File: src/rtl/divdly_refdet_pkg.sv
// Constants, field layout and detector codes for the divider delay / reference detect bank
package divdly_refdet_pkg;
  localparam logic [7:0] DELAY_EN_OFS = 8'h18;
  localparam logic [7:0] REF_DET_OFS = 8'h19;
  localparam logic [7:0] REF_STATUS_OFS = 8'h1A;
  localparam int DIV_COUNT = 6;
  localparam int DIV_VALUE_W = 8;
  localparam logic [7:0] MARGIN_MIN_DIV = 8'h08;
  localparam logic [5:0] DELAY_EN_RESET = 6'h00;
  localparam int SEC_METHOD_LSB = 6;
  localparam int PRI_METHOD_LSB = 4;
  localparam logic [1:0] METHOD_RESET = 2'h1;
  localparam int PRI_PRESENT_BIT = 0;
  localparam int SEC_PRESENT_BIT = 1;
  localparam int CLK_PERIOD_NS = 8;
  localparam int DET_WINDOW_NS = 512;
  localparam int DET_WINDOW_CYC = (DET_WINDOW_NS + CLK_PERIOD_NS - 1) / CLK_PERIOD_NS;
  localparam int DET_TIMER_W = 7;
  typedef enum logic [1:0] {
    DET_RISE = 2'b00,
    DET_BOTH = 2'b01,
    DET_FALL = 2'b10,
    DET_LEVEL = 2'b11
  } det_method_t;
endpackage

File: src/rtl/ref_activity_detector.sv
// Activity detector for one single-ended reference input
`timescale 1ns/1ps
module ref_activity_detector import divdly_refdet_pkg::*; (
  input wire logic ref_clk,
  input wire logic nrst,
  input wire logic ce,
  input wire logic ref_level,
  input wire logic [1:0] method,
  output logic present
);
  logic prev_ff;
  logic seen_hi_ff;
  logic seen_lo_ff;
  logic [DET_TIMER_W-1:0] timer_ff;
  logic present_ff;
  wire rise = ref_level & ~prev_ff;
  wire fall = ~ref_level & prev_ff;
  wire both_levels = (seen_hi_ff | ref_level) & (seen_lo_ff | ~ref_level);
  logic activity;
  always_comb begin
    case (det_method_t'(method))
      DET_RISE: activity = rise;
      DET_BOTH: activity = rise | fall;
      DET_FALL: activity = fall;
      default: activity = both_levels;
    endcase
  end
  // Level mode forgets what it saw after each hit so a stuck input times out
  always_ff @(posedge ref_clk or negedge nrst) begin
    if (!nrst) begin
      prev_ff <= 1'b0;
      seen_hi_ff <= 1'b0;
      seen_lo_ff <= 1'b0;
    end else if (ce) begin
      prev_ff <= ref_level;
      seen_hi_ff <= activity ? 1'b0 : (seen_hi_ff | ref_level);
      seen_lo_ff <= activity ? 1'b0 : (seen_lo_ff | ~ref_level);
    end
  end
  always_ff @(posedge ref_clk or negedge nrst) begin
    if (!nrst) begin
      timer_ff <= '0;
      present_ff <= 1'b0;
    end else if (ce) begin
      if (activity) begin
        timer_ff <= DET_TIMER_W'(DET_WINDOW_CYC);
        present_ff <= 1'b1;
      end else if (timer_ff != '0) begin
        timer_ff <= timer_ff - 1'b1;
      end else begin
        present_ff <= 1'b0;
      end
    end
  end
  assign present = present_ff;
endmodule // ref_activity_detector

File: src/rtl/divdly_refdet_regs.sv
// Divider dynamic delay enables and reference detect control register bank
`timescale 1ns/1ps
module divdly_refdet_regs import divdly_refdet_pkg::*; (
  input wire logic ref_clk,
  input wire logic nrst,
  input wire logic ce,
  input wire logic [7:0] addr,
  input wire logic [7:0] wdata,
  input wire logic wr_en,
  input wire logic rd_en,
  output logic [7:0] rdata,
  input wire logic nv_load,
  input wire logic [7:0] nv_delay_image,
  input wire logic [7:0] nv_ref_det,
  input wire logic [DIV_COUNT*DIV_VALUE_W-1:0] div_values,
  input wire logic pri_ref_level,
  input wire logic sec_ref_level,
  output logic ch7_dynamic_delay_en,
  output logic ch6_dynamic_delay_en,
  output logic ch5_dynamic_delay_en,
  output logic ch4_dynamic_delay_en,
  output logic ch2_3_dynamic_delay_en,
  output logic ch0_1_dynamic_delay_en,
  output logic [DIV_COUNT-1:0] margin_permit,
  output logic [1:0] secondary_detector_method,
  output logic [1:0] primary_detector_method,
  output logic pri_ref_present,
  output logic sec_ref_present
);
  function automatic logic margin_ok(input logic en, input logic [DIV_VALUE_W-1:0] div);
    margin_ok = en & (div > MARGIN_MIN_DIV);
  endfunction

  logic [5:0] delay_en_ff;
  logic [1:0] sec_method_ff;
  logic [1:0] pri_method_ff;
  logic [DIV_COUNT-1:0] margin_ff;
  logic [7:0] rdata_ff;
  logic pri_present;
  logic sec_present;

  wire hit_dyn = (addr == DELAY_EN_OFS);
  wire hit_det = (addr == REF_DET_OFS);
  wire hit_sts = (addr == REF_STATUS_OFS);
  wire wr_dyn = wr_en & hit_dyn;
  wire wr_det = wr_en & hit_det;

  // Storage load wins over a bus write in the same cycle; it happens on any cycle with nv_load and ce high
  wire [5:0] nxt_delay_en = nv_load ? nv_delay_image[5:0] : wdata[5:0];
  wire [1:0] nxt_sec = nv_load ? nv_ref_det[SEC_METHOD_LSB +: 2] : wdata[SEC_METHOD_LSB +: 2];
  wire [1:0] nxt_pri = nv_load ? nv_ref_det[PRI_METHOD_LSB +: 2] : wdata[PRI_METHOD_LSB +: 2];

  // Reserved bits and unmapped addresses read as zero
  logic [7:0] nxt_rdata;
  always_comb begin
    nxt_rdata = 8'h00;
    if (hit_dyn) begin
      nxt_rdata = {2'b00, delay_en_ff};
    end else if (hit_det) begin
      nxt_rdata = {sec_method_ff, pri_method_ff, 4'h0};
    end else if (hit_sts) begin
      nxt_rdata = {6'h00, sec_present, pri_present};
    end
  end

  logic [DIV_COUNT-1:0] nxt_margin;
  always_comb begin
    for (int i = 0; i < DIV_COUNT; i++) begin
      nxt_margin[i] = margin_ok(delay_en_ff[i], div_values[i*DIV_VALUE_W +: DIV_VALUE_W]);
    end
  end

  always_ff @(posedge ref_clk or negedge nrst) begin
    if (!nrst) begin
      delay_en_ff <= DELAY_EN_RESET;
    end else if (ce && (nv_load || wr_dyn)) begin
      delay_en_ff <= nxt_delay_en;
    end
  end

  always_ff @(posedge ref_clk or negedge nrst) begin
    if (!nrst) begin
      sec_method_ff <= METHOD_RESET;
      pri_method_ff <= METHOD_RESET;
    end else if (ce && (nv_load || wr_det)) begin
      sec_method_ff <= nxt_sec;
      pri_method_ff <= nxt_pri;
    end
  end

  always_ff @(posedge ref_clk or negedge nrst) begin
    if (!nrst) begin
      margin_ff <= '0;
      rdata_ff <= 8'h00;
    end else if (ce) begin
      margin_ff <= nxt_margin;
      rdata_ff <= rd_en ? nxt_rdata : 8'h00;
    end
  end

  // Both detectors decode the same code set, so one module serves both inputs
  ref_activity_detector pri_det (
    .ref_clk(ref_clk),
    .nrst(nrst),
    .ce(ce),
    .ref_level(pri_ref_level),
    .method(pri_method_ff),
    .present(pri_present)
  );

  ref_activity_detector sec_det (
    .ref_clk(ref_clk),
    .nrst(nrst),
    .ce(ce),
    .ref_level(sec_ref_level),
    .method(sec_method_ff),
    .present(sec_present)
  );

  assign rdata = rdata_ff;
  assign ch7_dynamic_delay_en = delay_en_ff[5];
  assign ch6_dynamic_delay_en = delay_en_ff[4];
  assign ch5_dynamic_delay_en = delay_en_ff[3];
  assign ch4_dynamic_delay_en = delay_en_ff[2];
  assign ch2_3_dynamic_delay_en = delay_en_ff[1];
  assign ch0_1_dynamic_delay_en = delay_en_ff[0];
  assign margin_permit = margin_ff;
  assign secondary_detector_method = sec_method_ff;
  assign primary_detector_method = pri_method_ff;
  assign pri_ref_present = pri_present;
  assign sec_ref_present = sec_present;
endmodule // divdly_refdet_regs

File: config.mk
export PLATFORM = sky130hd
export DESIGN_NAME = divdly_refdet_regs
export DESIGN_NICKNAME = d
export VERILOG_FILES = /design/src/rtl/divdly_refdet_pkg.sv /design/src/rtl/ref_activity_detector.sv /design/src/rtl/divdly_refdet_regs.sv
export SDC_FILE = /design/constraint.sdc
export NUM_CORES = 1
export LEC_CHECK = 0
export ABC_CLOCK_PERIOD_IN_PS = 1550
export BUFFER_PORTS_ARGS = -buffer_cell sky130_fd_sc_hd__buf_2
export CORE_ASPECT_RATIO = 0.75
export CORE_MARGIN = 10
export CORE_UTILIZATION = 35
export CTS_CLUSTER_SIZE = 28
export DETAILED_ROUTE_END_ITERATION = 8
export PLACE_DENSITY = 0.75
export SYNTH_ARGS = -nofsm -noshare
export SYNTH_HDL_FRONTEND = slang
export SYNTH_SLANG_ARGS = --single-unit
File: constraint.sdc
create_clock -name ref_clk -period 1.55 [get_ports ref_clk]
set_input_delay 0.155 -clock ref_clk [delete_from_list [all_inputs] [get_ports ref_clk]]
set_output_delay 0.155 -clock ref_clk [all_outputs]
set_load 0.05 [all_outputs]
* After elaboration in Yosys (flattened, before gate mapping) *
Cells that the tools add are included.

word-level totals
  flip-flop bits (word level) = 46
  input bits = 88
  logic and storage cells = 91

cells by class
  add/subtract/negate cells = 2
  $lt $le $gt $ge = 6
  equal/unequal tests = 9
  multiplexer cells = 21
  bitwise operators = 24
  reductions and logical operators = 14

operator list
  operator                                                               number
  8-bit by 4-bit > comparator with 1-bit output (second input constant)  6
  7-bit 2-to-1 mux                                                       4
  8-bit by 5-bit == test with 1-bit output (second input constant)       3
  8-bit 2-to-1 mux                                                       3
  1-bit AND                                                              14
  7-bit nonzero test                                                     2
  7-bit by 1-bit subtractor with 7-bit output (second input constant)    2
  1-bit 2-to-1 mux                                                       8
  2-bit AND reduction                                                    4
  2-bit 2-to-1 mux                                                       3
  6-bit 2-to-1 mux                                                       1
  1-bit bitwise OR                                                       6
  1-bit one-hot mux with 3 select lines                                  2
  2-bit by 1-bit == test with 1-bit output (second input constant)       2
  2-bit == test (second input constant)                                  2
  2-bit zero test                                                        2
  2-bit by 1-bit != test with 1-bit output (second input constant)       2
  1-bit NOT                                                              4
  2-bit nonzero test                                                     2
  1-bit logical AND                                                      2
  1-bit logical OR                                                       2

* Longest topological paths before layout *
Gate-level depths: netlist of run 1.

  depth after elaboration = 6
  gate-level depth with buffers = 6
  gate-level depth less buffers = 6

* By module *
From an unflattened synthesis of run 1, not the netlist that was laid out.

unflattened totals
  cell total of the unflattened synthesis = 252
  area total of the unflattened synthesis = 2,601.2 µm²

modules (own cells, without submodules)
  module                 times used  cells an instance  area an instance (µm²)
  divdly_refdet_regs     1           130                1,365.1
  ref_activity_detector  2           61                 618.1

* Worst setup path before layout of run 1 *
OpenSTA, ideal clock, no wires.

  kind = reg2reg
  start = reg pri_method_ff[1] (netlist: primary_detector_method[1])
  end = reg pri_det.timer_ff[4]
  library setup time = 0.066 ns
  arrival time = 1.727 ns
  required time = 1.484 ns
  path slack = -0.243 ns
  cell stages (with the launch flop) = 5
  period minus slack after synthesis = 1.793 ns
  cell sequence = dfrtp_1 > inv_1 > mux4_2 > nor3_4 > a32o_2

between the ends
  word-level cells in the longest chain between the ends = 4

RTL lines
  what                                       RTL line                     RTL
  start: declaration                         divdly_refdet_regs.sv:36     logic [1:0] pri_method_ff;
  start signal: assignment                   divdly_refdet_regs.sv:87     pri_method_ff <= nxt_pri;
  2-bit == test (tied with other cells)      ref_activity_detector.sv:21  case (det_method_t'(method))
  1-bit one-hot mux with 3 select lines (*)  ref_activity_detector.sv:21
  2-bit nonzero test (no line)               -
  2-bit AND reduction (no line)              -
  end signal: assignment                     ref_activity_detector.sv:46  timer_ff <= DET_TIMER_W'(DET_WINDOW_CYC);
  end signal: assignment                     ref_activity_detector.sv:49  timer_ff <= timer_ff - 1'b1;
  end: declaration                           ref_activity_detector.sv:14  logic [DET_TIMER_W-1:0] timer_ff;

Mark *: on every way between the ends. The rest lies on a longest branch, timed or not.
A chain may end at the register's enable or synchronous reset.

* Final worst setup path of run 1 *
  start = reg pri_det.prev_ff
  end = reg pri_det.timer_ff[4]

between the ends
  word-level cells in the longest chain between the ends = 6

RTL lines
  what                                       RTL line                     RTL
  start: declaration                         ref_activity_detector.sv:11  logic prev_ff;
  start signal: assignment                   ref_activity_detector.sv:35  prev_ff <= ref_level;
  1-bit NOT                                  ref_activity_detector.sv:16  wire rise = ref_level & ~prev_ff;
  1-bit AND                                  ref_activity_detector.sv:16
  1-bit bitwise OR                           ref_activity_detector.sv:23  DET_BOTH: activity = rise | fall;
  1-bit one-hot mux with 3 select lines (*)  ref_activity_detector.sv:21
  2-bit nonzero test (no line)               -
  2-bit AND reduction (no line)              -

Marks and branches as above.

==> impl_metrics.json, run 1 <==
{
  "crit_path_top_delay_cell": "mux4_2",
  "dieHeight_um": 94.0,
  "nFillCells": 640,
  "path_max_fanout": 5,
  "htree_levels": 2,
  "violations": "setup timing",
  "gr-total-overflow": 0,
  "start_kind": "flop",
  "wl_per_cell_um": 16.1,
  "worstPathArrival_ns": 2.04,
  "dr.first_iter.drc_count": 105,
  "cp_top_family": "multiplexers",
  "r2r-end": "pri_det.timer_ff[4]",
  "max_clock_freq_ghz": 0.558,
  "drive_gt1_share_pct": 49.5,
  "fin_ws_ns": -0.243,
  "io_buffers": 107,
  "hold_path_startpoint": "wdata[7]",
  "setup_violations": 20,
  "antenna_found_initial": 0,
  "grt_pass1_vias": 2678,
  "synth-edff-count": 0,
  "cp.required_ns": 1.80,
  "clockBufferDepth": 2,
  "ys.flop_type": "dfrtp_1",
  "ant_nets": 0,
  "syn_avg_cell_area_um2": 9.82,
  "status": "finished, violations left",
  "cts-buffers-inserted": 5,
  "r2r_slack_ns": -0.24,
  "fin_crit_sh_pct": 116,
  "ys_seq_elements": 46,
  "slowest_delay_ns": 0.57,
  "synth_seq_area_share_pct": 45.2,
  "synth_common_cells": "dfrtp_1 (44), inv_1 (29), o21ai_0 (20)",
  "core-area_um2": 6960,
  "worst_hold_slack_ns": 0.0750,
  "worstPathCellList": "ha_1 > inv_1 > mux4_2 > nor3_4 > a32o_2",
  "finalHoldViolCount": 0,
  "vias_per_cell": 5.26,
  "syn_area_um2": 2550,
  "grt_max_degree": 47,
  "async_reset_ff_share_pct": 100,
  "gp_congestion": 0.844,
  "layoutNonFillerInstCount": 508,
  "synth_cell_type_count": 50,
  "antenna_cells": 0,
  "rows": 26,
  "initial_core_util_pct": 36.7,
  "fin_skew_ns": 0.00558,
  "synth_warnings": 0,
  "synth_largest_area_cell": "dfrtp_1",
  "rsz0062_at_grt": "true",
  "worstSetupPathType": "flop to flop",
  "reg2reg_from": "pri_det.prev_ff",
  "fin_total_pwr_uw": 4900,
  "syn_inst": 260,
  "ys_top_cells_by_area": "dfrtp_1 (43%), inv_1 (4.3%), ha_1 (3.9%), o21ai_0 (3.9%), o31ai_1 (3.5%)",
  "crit_path_end": "pri_det.timer_ff[4]",
  "synth.top_cell.area_share_pct": 43.1,
  "endpoint_kind": "flop",
  "synth_nets": 356,
  "io_pins": 114,
  "die_w_um": 119,
  "crit_start": "pri_det.prev_ff",
  "vdd_drop_max_v": 0.000710,
  "routed_wirelength_um": 8180,
  "synth_most_common_cell": "dfrtp_1",
  "cp.depth": 5,
  "maxSlewViolCount": 0,
  "place_hpwl_um": 6270,
  "first_pass_iters": 4,
  "crit_buf_inv": 1,
  "hold_path.class": "input pin to flop",
  "timing.max_cap.violations": 0,
  "worst_pin_slew_ns": 0.428,
  "path_clk_slew_ns": 0.09,
  "route.detailed.drc": 0,
  "p_per_area_nw_per_um2": 1300,
  "clock_latency_ns": 0.31,
  "area_growth_syn_to_layout_pct": 47.7,
  "clock-sinks": 46,
  "r2r_cells": 5,
  "grt_pass1_wl_um": 13000,
  "dp_cells": 494,
  "fp.dieArea_um2": 11100,
  "slew_headroom_pct": 71.1,
  "period_minus_slack_ns": 1.79,
  "fin_nets": 505,
  "cts_tree": "yes",
  "cts_root_buf": "clkbuf_8",
  "grt_use_total_pct": 14.0,
  "num_vias": 2672,
  "leakagePower_uw": 0.00181
}
-- routing by layer --
layer  global-route usage [%]  part of all wire (%)
met1                     17.8                    45
met2                     22.6                    47
met3                     3.90                   6.9
met4                     4.36                   1.7
met5                        0                     0
-- worst register-to-register path, stage by stage, from the launching register on --
cell and delay [ns]:
dfrtp_1 0.40, ha_1 0.29, inv_1 0.04, mux4_2 0.57, nor3_4 0.24, a32o_2 0.21
-- sequential cells by signal (all words and copies together), names as in the netlist --
register	flops
sec_det.seen_hi_ff	1
pri_det.seen_lo_ff	1
sec_det.timer_ff	7
delay_en_ff	6
pri_det.timer_ff	7
secondary_detector_method	2
sec_det.present	1
pri_det.present	1
rdata	8
pri_det.prev_ff	1
pri_det.seen_hi_ff	1
sec_det.seen_lo_ff	1
margin_permit	6
sec_det.prev_ff	1
primary_detector_method	2
-- cell families (layout without fill, tap and decap cells) --
| group | after synthesis | count (layout) | synth area share (%) |
|---|---|---|---|
| compound gates | 82 | 82 | 22.0 |
| buf+inv | 37 | 187 | 5.44 |
| flops | 46 | 46 | 45.2 |
| fa+ha+maj | 8 | 8 | 3.92 |
| simple gates | 79 | 79 | 18.5 |
| mux | 8 | 8 | 4.95 |
-- layout make-up --
cell class / instances / area (um^2) / share of cell area (%)
clock inverter: 2 / 37.5 / 0.995
sequential: 46 / 1160 / 30.7
timing repair buffer: 149 / 885 / 23.5
clock buffer: 6 / 72.6 / 1.92
tap: 98 / 123 / 3.25
inverter: 30 / 113 / 2.99
multi-input combinational: 177 / 1390 / 36.7
-- worst min path at each step --
| stage | cells after the start | slack (ns) | end |
|---|---|---|---|
| floorplan | 0 | -0.14 | delay_en_ff[0] |
| global placement | 2 | 0.15 | margin_permit[2] |
| detailed placement | 2 | 0.15 | margin_permit[2] |
| CTS | 2 | 0.07 | secondary_detector_method[1] |
| global route | 2 | 0.07 | secondary_detector_method[1] |
| finish | 2 | 0.08 | secondary_detector_method[1] |
-- through the flow --
step	cell area [um^2]	setup TNS, ns	util [%]	worst slack (ns)
floorplan	2560	-0.659	-	-0.163
global placement	3470	-2.16	49.9	-0.194
detailed placement	3470	-2.90	49.9	-0.238
CTS	3660	-3.11	52.6	-0.247
global route	3770	-4.39	54.2	-0.294
finish	3770	-3.28	54.2	-0.243
-- report_power, final --
| group | internal [uW] | switching [uW] | total, uW |
|---|---|---|---|
| registers | 1480 | 220 | 1700 |
| clock network | 482 | 431 | 912 |
| logic | 1070 | 1220 | 2290 |
| total | 3030 | 1870 | 4900 |
-- layout by cell type, fill, tap and decap left out, types with 2 or more instances in the layout --
master | synthesis | routed
a21oi_2 | 0 | 4
or4b_1 | 2 | 2
a21oi_1 | 10 | 6
o2bb2ai_2 | 0 | 3
nand3b_1 | 2 | 2
nor4_1 | 8 | 8
o21ai_0 | 20 | 15
nand4_1 | 3 | 3
buf_2 | 0 | 107
dfstp_2 | 2 | 2
a31oi_1 | 5 | 4
o21ai_2 | 0 | 4
a2bb2oi_1 | 6 | 6
nor4_2 | 2 | 2
dfrtp_2 | 0 | 2
o31ai_1 | 12 | 12
o22ai_1 | 2 | 2
nand2_1 | 17 | 14
clkbuf_8 | 0 | 5
ha_1 | 8 | 6
and3b_1 | 2 | 2
buf_6 | 0 | 5
nand3_1 | 9 | 9
buf_4 | 0 | 35
mux2_2 | 2 | 2
nand2b_1 | 10 | 9
nor2b_1 | 3 | 3
inv_1 | 29 | 24
nor3_1 | 5 | 5
dfrtp_1 | 44 | 42
mux4_2 | 3 | 3
inv_2 | 1 | 6
ha_4 | 0 | 2
a22oi_1 | 5 | 5
nor2_1 | 8 | 8
or2_2 | 2 | 2
a22o_1 | 5 | 5
mux2_4 | 1 | 2
nand2_2 | 0 | 3
o21ai_1 | 2 | 3
-- what timing repair did --
item | 4_1_cts | 5_1_grt
buffers inserted | 4 | 1
hold endpoints to repair | 44 | 0
gates cloned | 0 | 0
pin swaps | 10 | 10
hold buffers | 1 | 0
gates resized for setup | 10 | 23
setup endpoints to repair | 20 | 20
(Power assumes the default switching activity.)
==> run 2: changes to the inputs <==
Settings changed: ABC_CLOCK_PERIOD_IN_PS 1550 to 2000, PLACE_DENSITY 0.75 to 0.72, SYNTH_HIERARCHICAL set to 1.
Clock period 1.55 ns to 2 ns, I/O delays scaled along.
==> run 2 against run 1 <==
Critical path type unchanged. Routed wire length fell by 1.0%. Register-to-register slack improved by 0.33 ns. Clock power fell by 35%. The flow now finishes without violations. Sequential share of layout area rose by 3.4 points. Die area rose by 1.5%. Global-route usage fell by 0.073 points. Critical endpoint is now pri_det/timer_ff[5]. Synthesized area rose by 1.9%. First-iteration DRC count rose by 35%. Sequential power fell by 22%.
==> impl_metrics.json, run 2 <==
{
  "status": "finished, final reports clean",
  "fin_ws_ns": 0.0898,
  "rows": 27,
  "die_w_um": 120,
  "path_max_fanout": 6,
  "cts_tree": "yes",
  "grt_use_total_pct": 13.9,
  "crit_buf_inv": 0,
  "slew_headroom_pct": 49.8,
  "cp.required_ns": 2.21,
  "gp_congestion": 0.833,
  "synthMuxAreaShare_pct": 3.66,
  "mostFrequentLayoutCells": "buf_2 (107), dfrtp_1 (44), nand2_1 (28), nor2_1 (16)",
  "worstSetupPathType": "flop to flop",
  "ys.flop_type": "dfrtp_1",
  "syn_inst": 252,
  "ys_seq_elements": 46,
  "pwr-share-seq_pct": 42.7,
  "largest_reg_flops": 8,
  "max_clock_freq_ghz": 0.524,
  "grt_pass1_vias": 2705,
  "cts-buffers-inserted": 5,
  "wl_per_cell_um": 17.3,
  "maxSlewViolCount": 0,
  "drive_gt1_share_pct": 38.5,
  "first_pass_iters": 4,
  "synthSimpleGateAreaFrac_pct": 19.6,
  "cts_root_buf": "clkbuf_8",
  "synth_seq_area_share_pct": 44.3,
  "final_common_cell": "buf_2",
  "hold_path.class": "input pin to flop",
  "grt_max_degree": 47,
  "area_growth_syn_to_layout_pct": 30.1,
  "dr.first_iter.drc_count": 142,
  "clock_latency_ns": 0.29,
  "routed_wirelength_um": 8100,
  "ant_nets": 0,
  "syn_avg_cell_area_um2": 10.3,
  "timing.max_cap.violations": 0,
  "p_per_area_nw_per_um2": 923,
  "fin_nets": 461,
  "fp.dieArea_um2": 11300,
  "synth.top_cell.area_share_pct": 42.3,
  "gr-total-overflow": 0,
  "synth_largest_area_cell": "dfrtp_1",
  "p_comb_share_pct": 38.2,
  "p_sw_share_pct": 39.2,
  "post_cts_buffers": 0,
  "endpoint_kind": "flop",
  "num_vias": 2511,
  "synth_most_common_cell": "dfrtp_1",
  "rsz0062_at_grt": "false",
  "fin_skew_ns": 0.00253,
  "syn_area_um2": 2600,
  "io_pins": 114,
  "path_clk_slew_ns": 0.09,
  "synth_cell_type_count": 46,
  "synth-edff-count": 0,
  "slowest_delay_ns": 0.55,
  "route.detailed.drc": 0,
  "fin_crit_sh_pct": 95.5,
  "synth_top_family_by_area": "compound AO/OA/AOI/OAI gates",
  "antenna_found_initial": 0,
  "worstPathCellList": "or4b_4 > or3_1 > or4_1 > o21ai_0",
  "cp_top_family": "simple AND/OR/NAND/NOR gates",
  "clock-sinks": 46,
  "intPower_uw": 1900,
  "vias_per_cell": 5.38,
  "synth_common_cells": "dfrtp_1 (44), nand2_1 (28), nor2_1 (16)",
  "pwr-share-clk_pct": 19.1,
  "clockBufferDepth": 2,
  "synth_nets": 348,
  "place_hpwl_um": 6500,
  "setup_violations": 0,
  "finalHoldViolCount": 0,
  "synth_compound_area_share_pct": 24.9,
  "hold_buffers": 1,
  "synthXorXnorAreaFrac_pct": 0,
  "ys_top_cells_by_area": "dfrtp_1 (42%), nand2_1 (4.0%), o2bb2ai_1 (4.0%), ha_1 (3.8%), a22oi_1 (2.9%)",
  "cts_resized": 0,
  "io_buffers": 107,
  "crit_path_top_delay_cell": "or4b_4",
  "antenna_cells": 0,
  "synth_warnings": 6,
  "leakagePower_uw": 0.00160,
  "dieHeight_um": 94.7,
  "initial_core_util_pct": 35.6,
  "fin_tns_setup_ns": 0,
  "p_sw_uw": 1220,
  "start_kind": "flop",
  "grt_pass1_wl_um": 13100,
  "period_minus_slack_ns": 1.91,
  "core-area_um2": 7300,
  "synth_adder_area_share_pct": 3.85,
  "worstPathArrival_ns": 2.13,
  "htree_levels": 2,
  "vdd_drop_max_v": 0.000504,
  "pre_cts_slack_ns": 0.0852,
  "worst_pin_slew_ns": 0.752,
  "async_reset_ff_share_pct": 100
}
==> run 2: kinds of logic after synthesis <==
logic type               Yosys count
AO/OA/AOI/OAI                     84
adder cells (fa/ha/maj)            8
multiplexers                       6
AND/OR/NAND/NOR                   86
buffers and inverters             22
flip-flops                        46
==> run 2: per-layer routing <==
layer	up-vias	GRT usage, %	part of all wire, %
li1	1197	-	-
met1	1197	15.9	40
met2	107	23.9	49
met3	10	5.48	9.2
met4	0	3.91	1.5
met5	-	0	0
==> run 2: power groups by stage <==
stage | Combinational [uW] | Sequential (uW) | Clock (uW)
global route | 1320 | 1370 | 639
floorplan | 620 | 1530 | 0
finish | 1190 | 1330 | 596
global placement | 1160 | 1340 | 0
detailed placement | 1190 | 1350 | 0
CTS | 1200 | 1330 | 602
==> run 2: area by class of cell <==
cell class | count | area (um^2)
flip-flops and latches | 46 | 1150
multi-input cells | 184 | 1350
repair buffers | 115 | 611
inverters | 13 | 48.8
well taps | 101 | 126
fillers | 731 | 3910
clock inverters | 1 | 5.00
clock buffers | 7 | 86.3
==> run 2: metrics by stage <==
step           cells  total power [uW]  utilization, %  cell area, um^2  hold slack (ns)
6_report         467              3120            46.4             3380            0.123
5_1_grt          467              3330            46.4             3380            0.135
3_5_place_dp     458              2540            45.0             3280            0.201
2_1_floorplan    252              2150               -             2600          -0.0956
3_3_place_gp     458              2500            45.0             3280            0.205
4_1_cts          467              3130            46.4             3380            0.117
==> run 2: final timing paths <==
| kind | startpoint | to | slack, ns | depth (start not counted) |
|---|---|---|---|---|
| setup / recovery | pri_det/timer_ff[2] | pri_det/timer_ff[5] | 0.09 | 4 |
| setup reg to reg | pri_det/timer_ff[2] | pri_det/timer_ff[5] | 0.09 | 4 |
| hold / removal | wdata[6] | secondary_detector_method[0] | 0.12 | 3 |
| min in group asynchronous | nrst | rdata[2] | 0.40 | 3 |
| max in group asynchronous | nrst | primary_detector_method[0] | 1.33 | 3 |
| hold reg to reg | margin_permit[1] | margin_permit[1] | 0.48 | 1 |
==> run 2: worst register-to-register path, cell delays in order, from the launching register on <==
cell and delay, ns:
dfrtp_1 0.44, or4b_4 0.55, or3_1 0.35, or4_1 0.41, o21ai_0 0.09
==> run 3: changes to the inputs <==
Settings changed: REMOVE_ABC_BUFFERS set to 1.
==> run 3 against run 2 <==
Count of clock-buffer cells in the layout is the same. Critical endpoint is now sec_det/timer_ff[2]. Critical path type unchanged. First-iteration DRC count up 39%. Sequential power barely moved. Highest routed layer unchanged.
==> impl_metrics.json, run 3 (synthesized netlist as in run 2, its figures left out) <==
{
  "intPower_uw": 1990,
  "io_buffers": 107,
  "cts_root_buf": "clkbuf_8",
  "fp.dieArea_um2": 11300,
  "fin_crit_sh_pct": 95.6,
  "mostFrequentLayoutCells": "buf_2 (107), dfrtp_1 (44), nand2_1 (28), nor2_1 (16)",
  "worst_pin_slew_ns": 0.678,
  "post_cts_buffers": 0,
  "pwr-share-clk_pct": 21.3,
  "pwr-share-seq_pct": 41.6,
  "cp.required_ns": 2.21,
  "timing.max_cap.violations": 0,
  "grt_pass1_vias": 2388,
  "fin_total_pwr_uw": 3200,
  "p_sw_share_pct": 37.8,
  "die_w_um": 120,
  "routed_wirelength_um": 8190,
  "worstPathCellList": "ha_1 > inv_1 > mux4_2 > and2_0 > buf_4 > o2bb2ai_1",
  "start_kind": "flop",
  "core-area_um2": 7300,
  "grt_use_total_pct": 13.5,
  "fin_skew_ns": 0.00933,
  "cts-buffers-inserted": 5,
  "rsz0062_at_grt": "false",
  "slowest_delay_ns": 0.47,
  "first_pass_iters": 5,
  "io_pins": 114,
  "slew_headroom_pct": 54.7,
  "p_per_area_nw_per_um2": 939,
  "area_growth_syn_to_layout_pct": 31.0,
  "largest_reg_flops": 8,
  "min_path_cells": 3,
  "worstSetupPathType": "flop to flop",
  "gr-total-overflow": 0,
  "gp_congestion": 0.786,
  "vias_per_cell": 5.38,
  "grt_pass1_wl_um": 12600,
  "drive_gt1_share_pct": 38.8,
  "worstPathArrival_ns": 2.12,
  "path_clk_slew_ns": 0.09,
  "status": "finished, final reports clean",
  "ant_nets": 0,
  "htree_levels": 2,
  "r2r_cells": 6,
  "clock_latency_ns": 0.29,
  "finalHoldViolCount": 0,
  "grt_max_degree": 29,
  "crit_buf_inv": 2,
  "antenna_cells": 0,
  "p_comb_share_pct": 37.1,
  "crit_path_top_delay_cell": "mux4_2",
  "leakagePower_uw": 0.00162,
  "antenna_found_initial": 0,
  "vdd_drop_max_v": 0.000420,
  "route.detailed.drc": 0,
  "final_util_pct": 46.7,
  "fin_tns_setup_ns": 0,
  "rows": 27,
  "hold_path.class": "input pin to flop",
  "dr.first_iter.drc_count": 198,
  "cp_top_family": "multiplexers",
  "initial_core_util_pct": 35.6,
  "path_max_fanout": 6,
  "max_clock_freq_ghz": 0.523,
  "dieHeight_um": 94.7,
  "num_vias": 2527,
  "cp.depth": 6,
  "p_sw_uw": 1210,
  "final_common_cell": "buf_2",
  "setup_violations": 0,
  "wl_per_cell_um": 17.4,
  "fin_nets": 464,
  "period_minus_slack_ns": 1.91,
  "maxSlewViolCount": 0,
  "endpoint_kind": "flop",
  "place_hpwl_um": 6580,
  "clockBufferDepth": 2,
  "cts_tree": "yes",
  "clock-sinks": 46
}
[run 3: metrics by stage]
stage	hold slack (ns)	setup WS, ns	cells	instance area [um^2]
final	0.146	0.0877	470	3410
after global placement	0.0124	0.0959	461	3290
after global routing	0.135	0.0120	470	3410
after floorplan	-0.0956	0.105	243	2550
after CTS	0.133	0.0804	470	3410
after detailed placement	0.0133	0.0985	461	3290
[run 3: cell type report]
class | instances | area (um^2)
Fill cell | 733 | 3890
Multi-Input combinational cell | 184 | 1350
Sequential cell | 46 | 1150
Timing Repair Buffer | 118 | 621
Tap cell | 101 | 126
Clock buffer | 7 | 76.3
Inverter | 13 | 48.8
Clock inverter | 1 | 30.0
[run 3: final timing paths]
path | start | to | slack [ns]
worst max-delay path | sec_det/prev_ff | sec_det/timer_ff[2] | 0.09
min in group asynchronous | nrst | margin_permit[0] | 0.23
worst min-delay path | wdata[6] | secondary_detector_method[0] | 0.15
worst min register to register | margin_permit[4] | margin_permit[4] | 0.48
worst max register to register | sec_det/prev_ff | sec_det/timer_ff[2] | 0.09
max in group asynchronous | nrst | secondary_detector_method[0] | 1.16
[run 3: power groups by stage]
stage | clock network [uW] | logic [uW] | registers, uW
finish | 681 | 1190 | 1330
global route | 744 | 1310 | 1360
CTS | 703 | 1190 | 1330
detailed placement | 0 | 1190 | 1350
global placement | 0 | 1150 | 1340
floorplan | 0 | 605 | 1530
[run 3: timing repair]
item / CTS / global route
hold endpoints to repair: 17 / 0
gates resized for setup: 0 / 0
hold buffers: 1 / 0
[run 3: worst register-to-register path, cell delays in order, from the launching register on]
cell and delay, ns:
dfrtp_1 0.39, ha_1 0.30, inv_1 0.05, mux4_2 0.47, and2_0 0.29, buf_4 0.20
o2bb2ai_1 0.13
[run 3: metal layers]
metal | part of all wire [%] | global-route usage (%)
met1 | 44 | 18.2
met2 | 49 | 21.8
met3 | 6.9 | 3.28
met4 | 0.67 | 2.40
met5 | 0 | 0
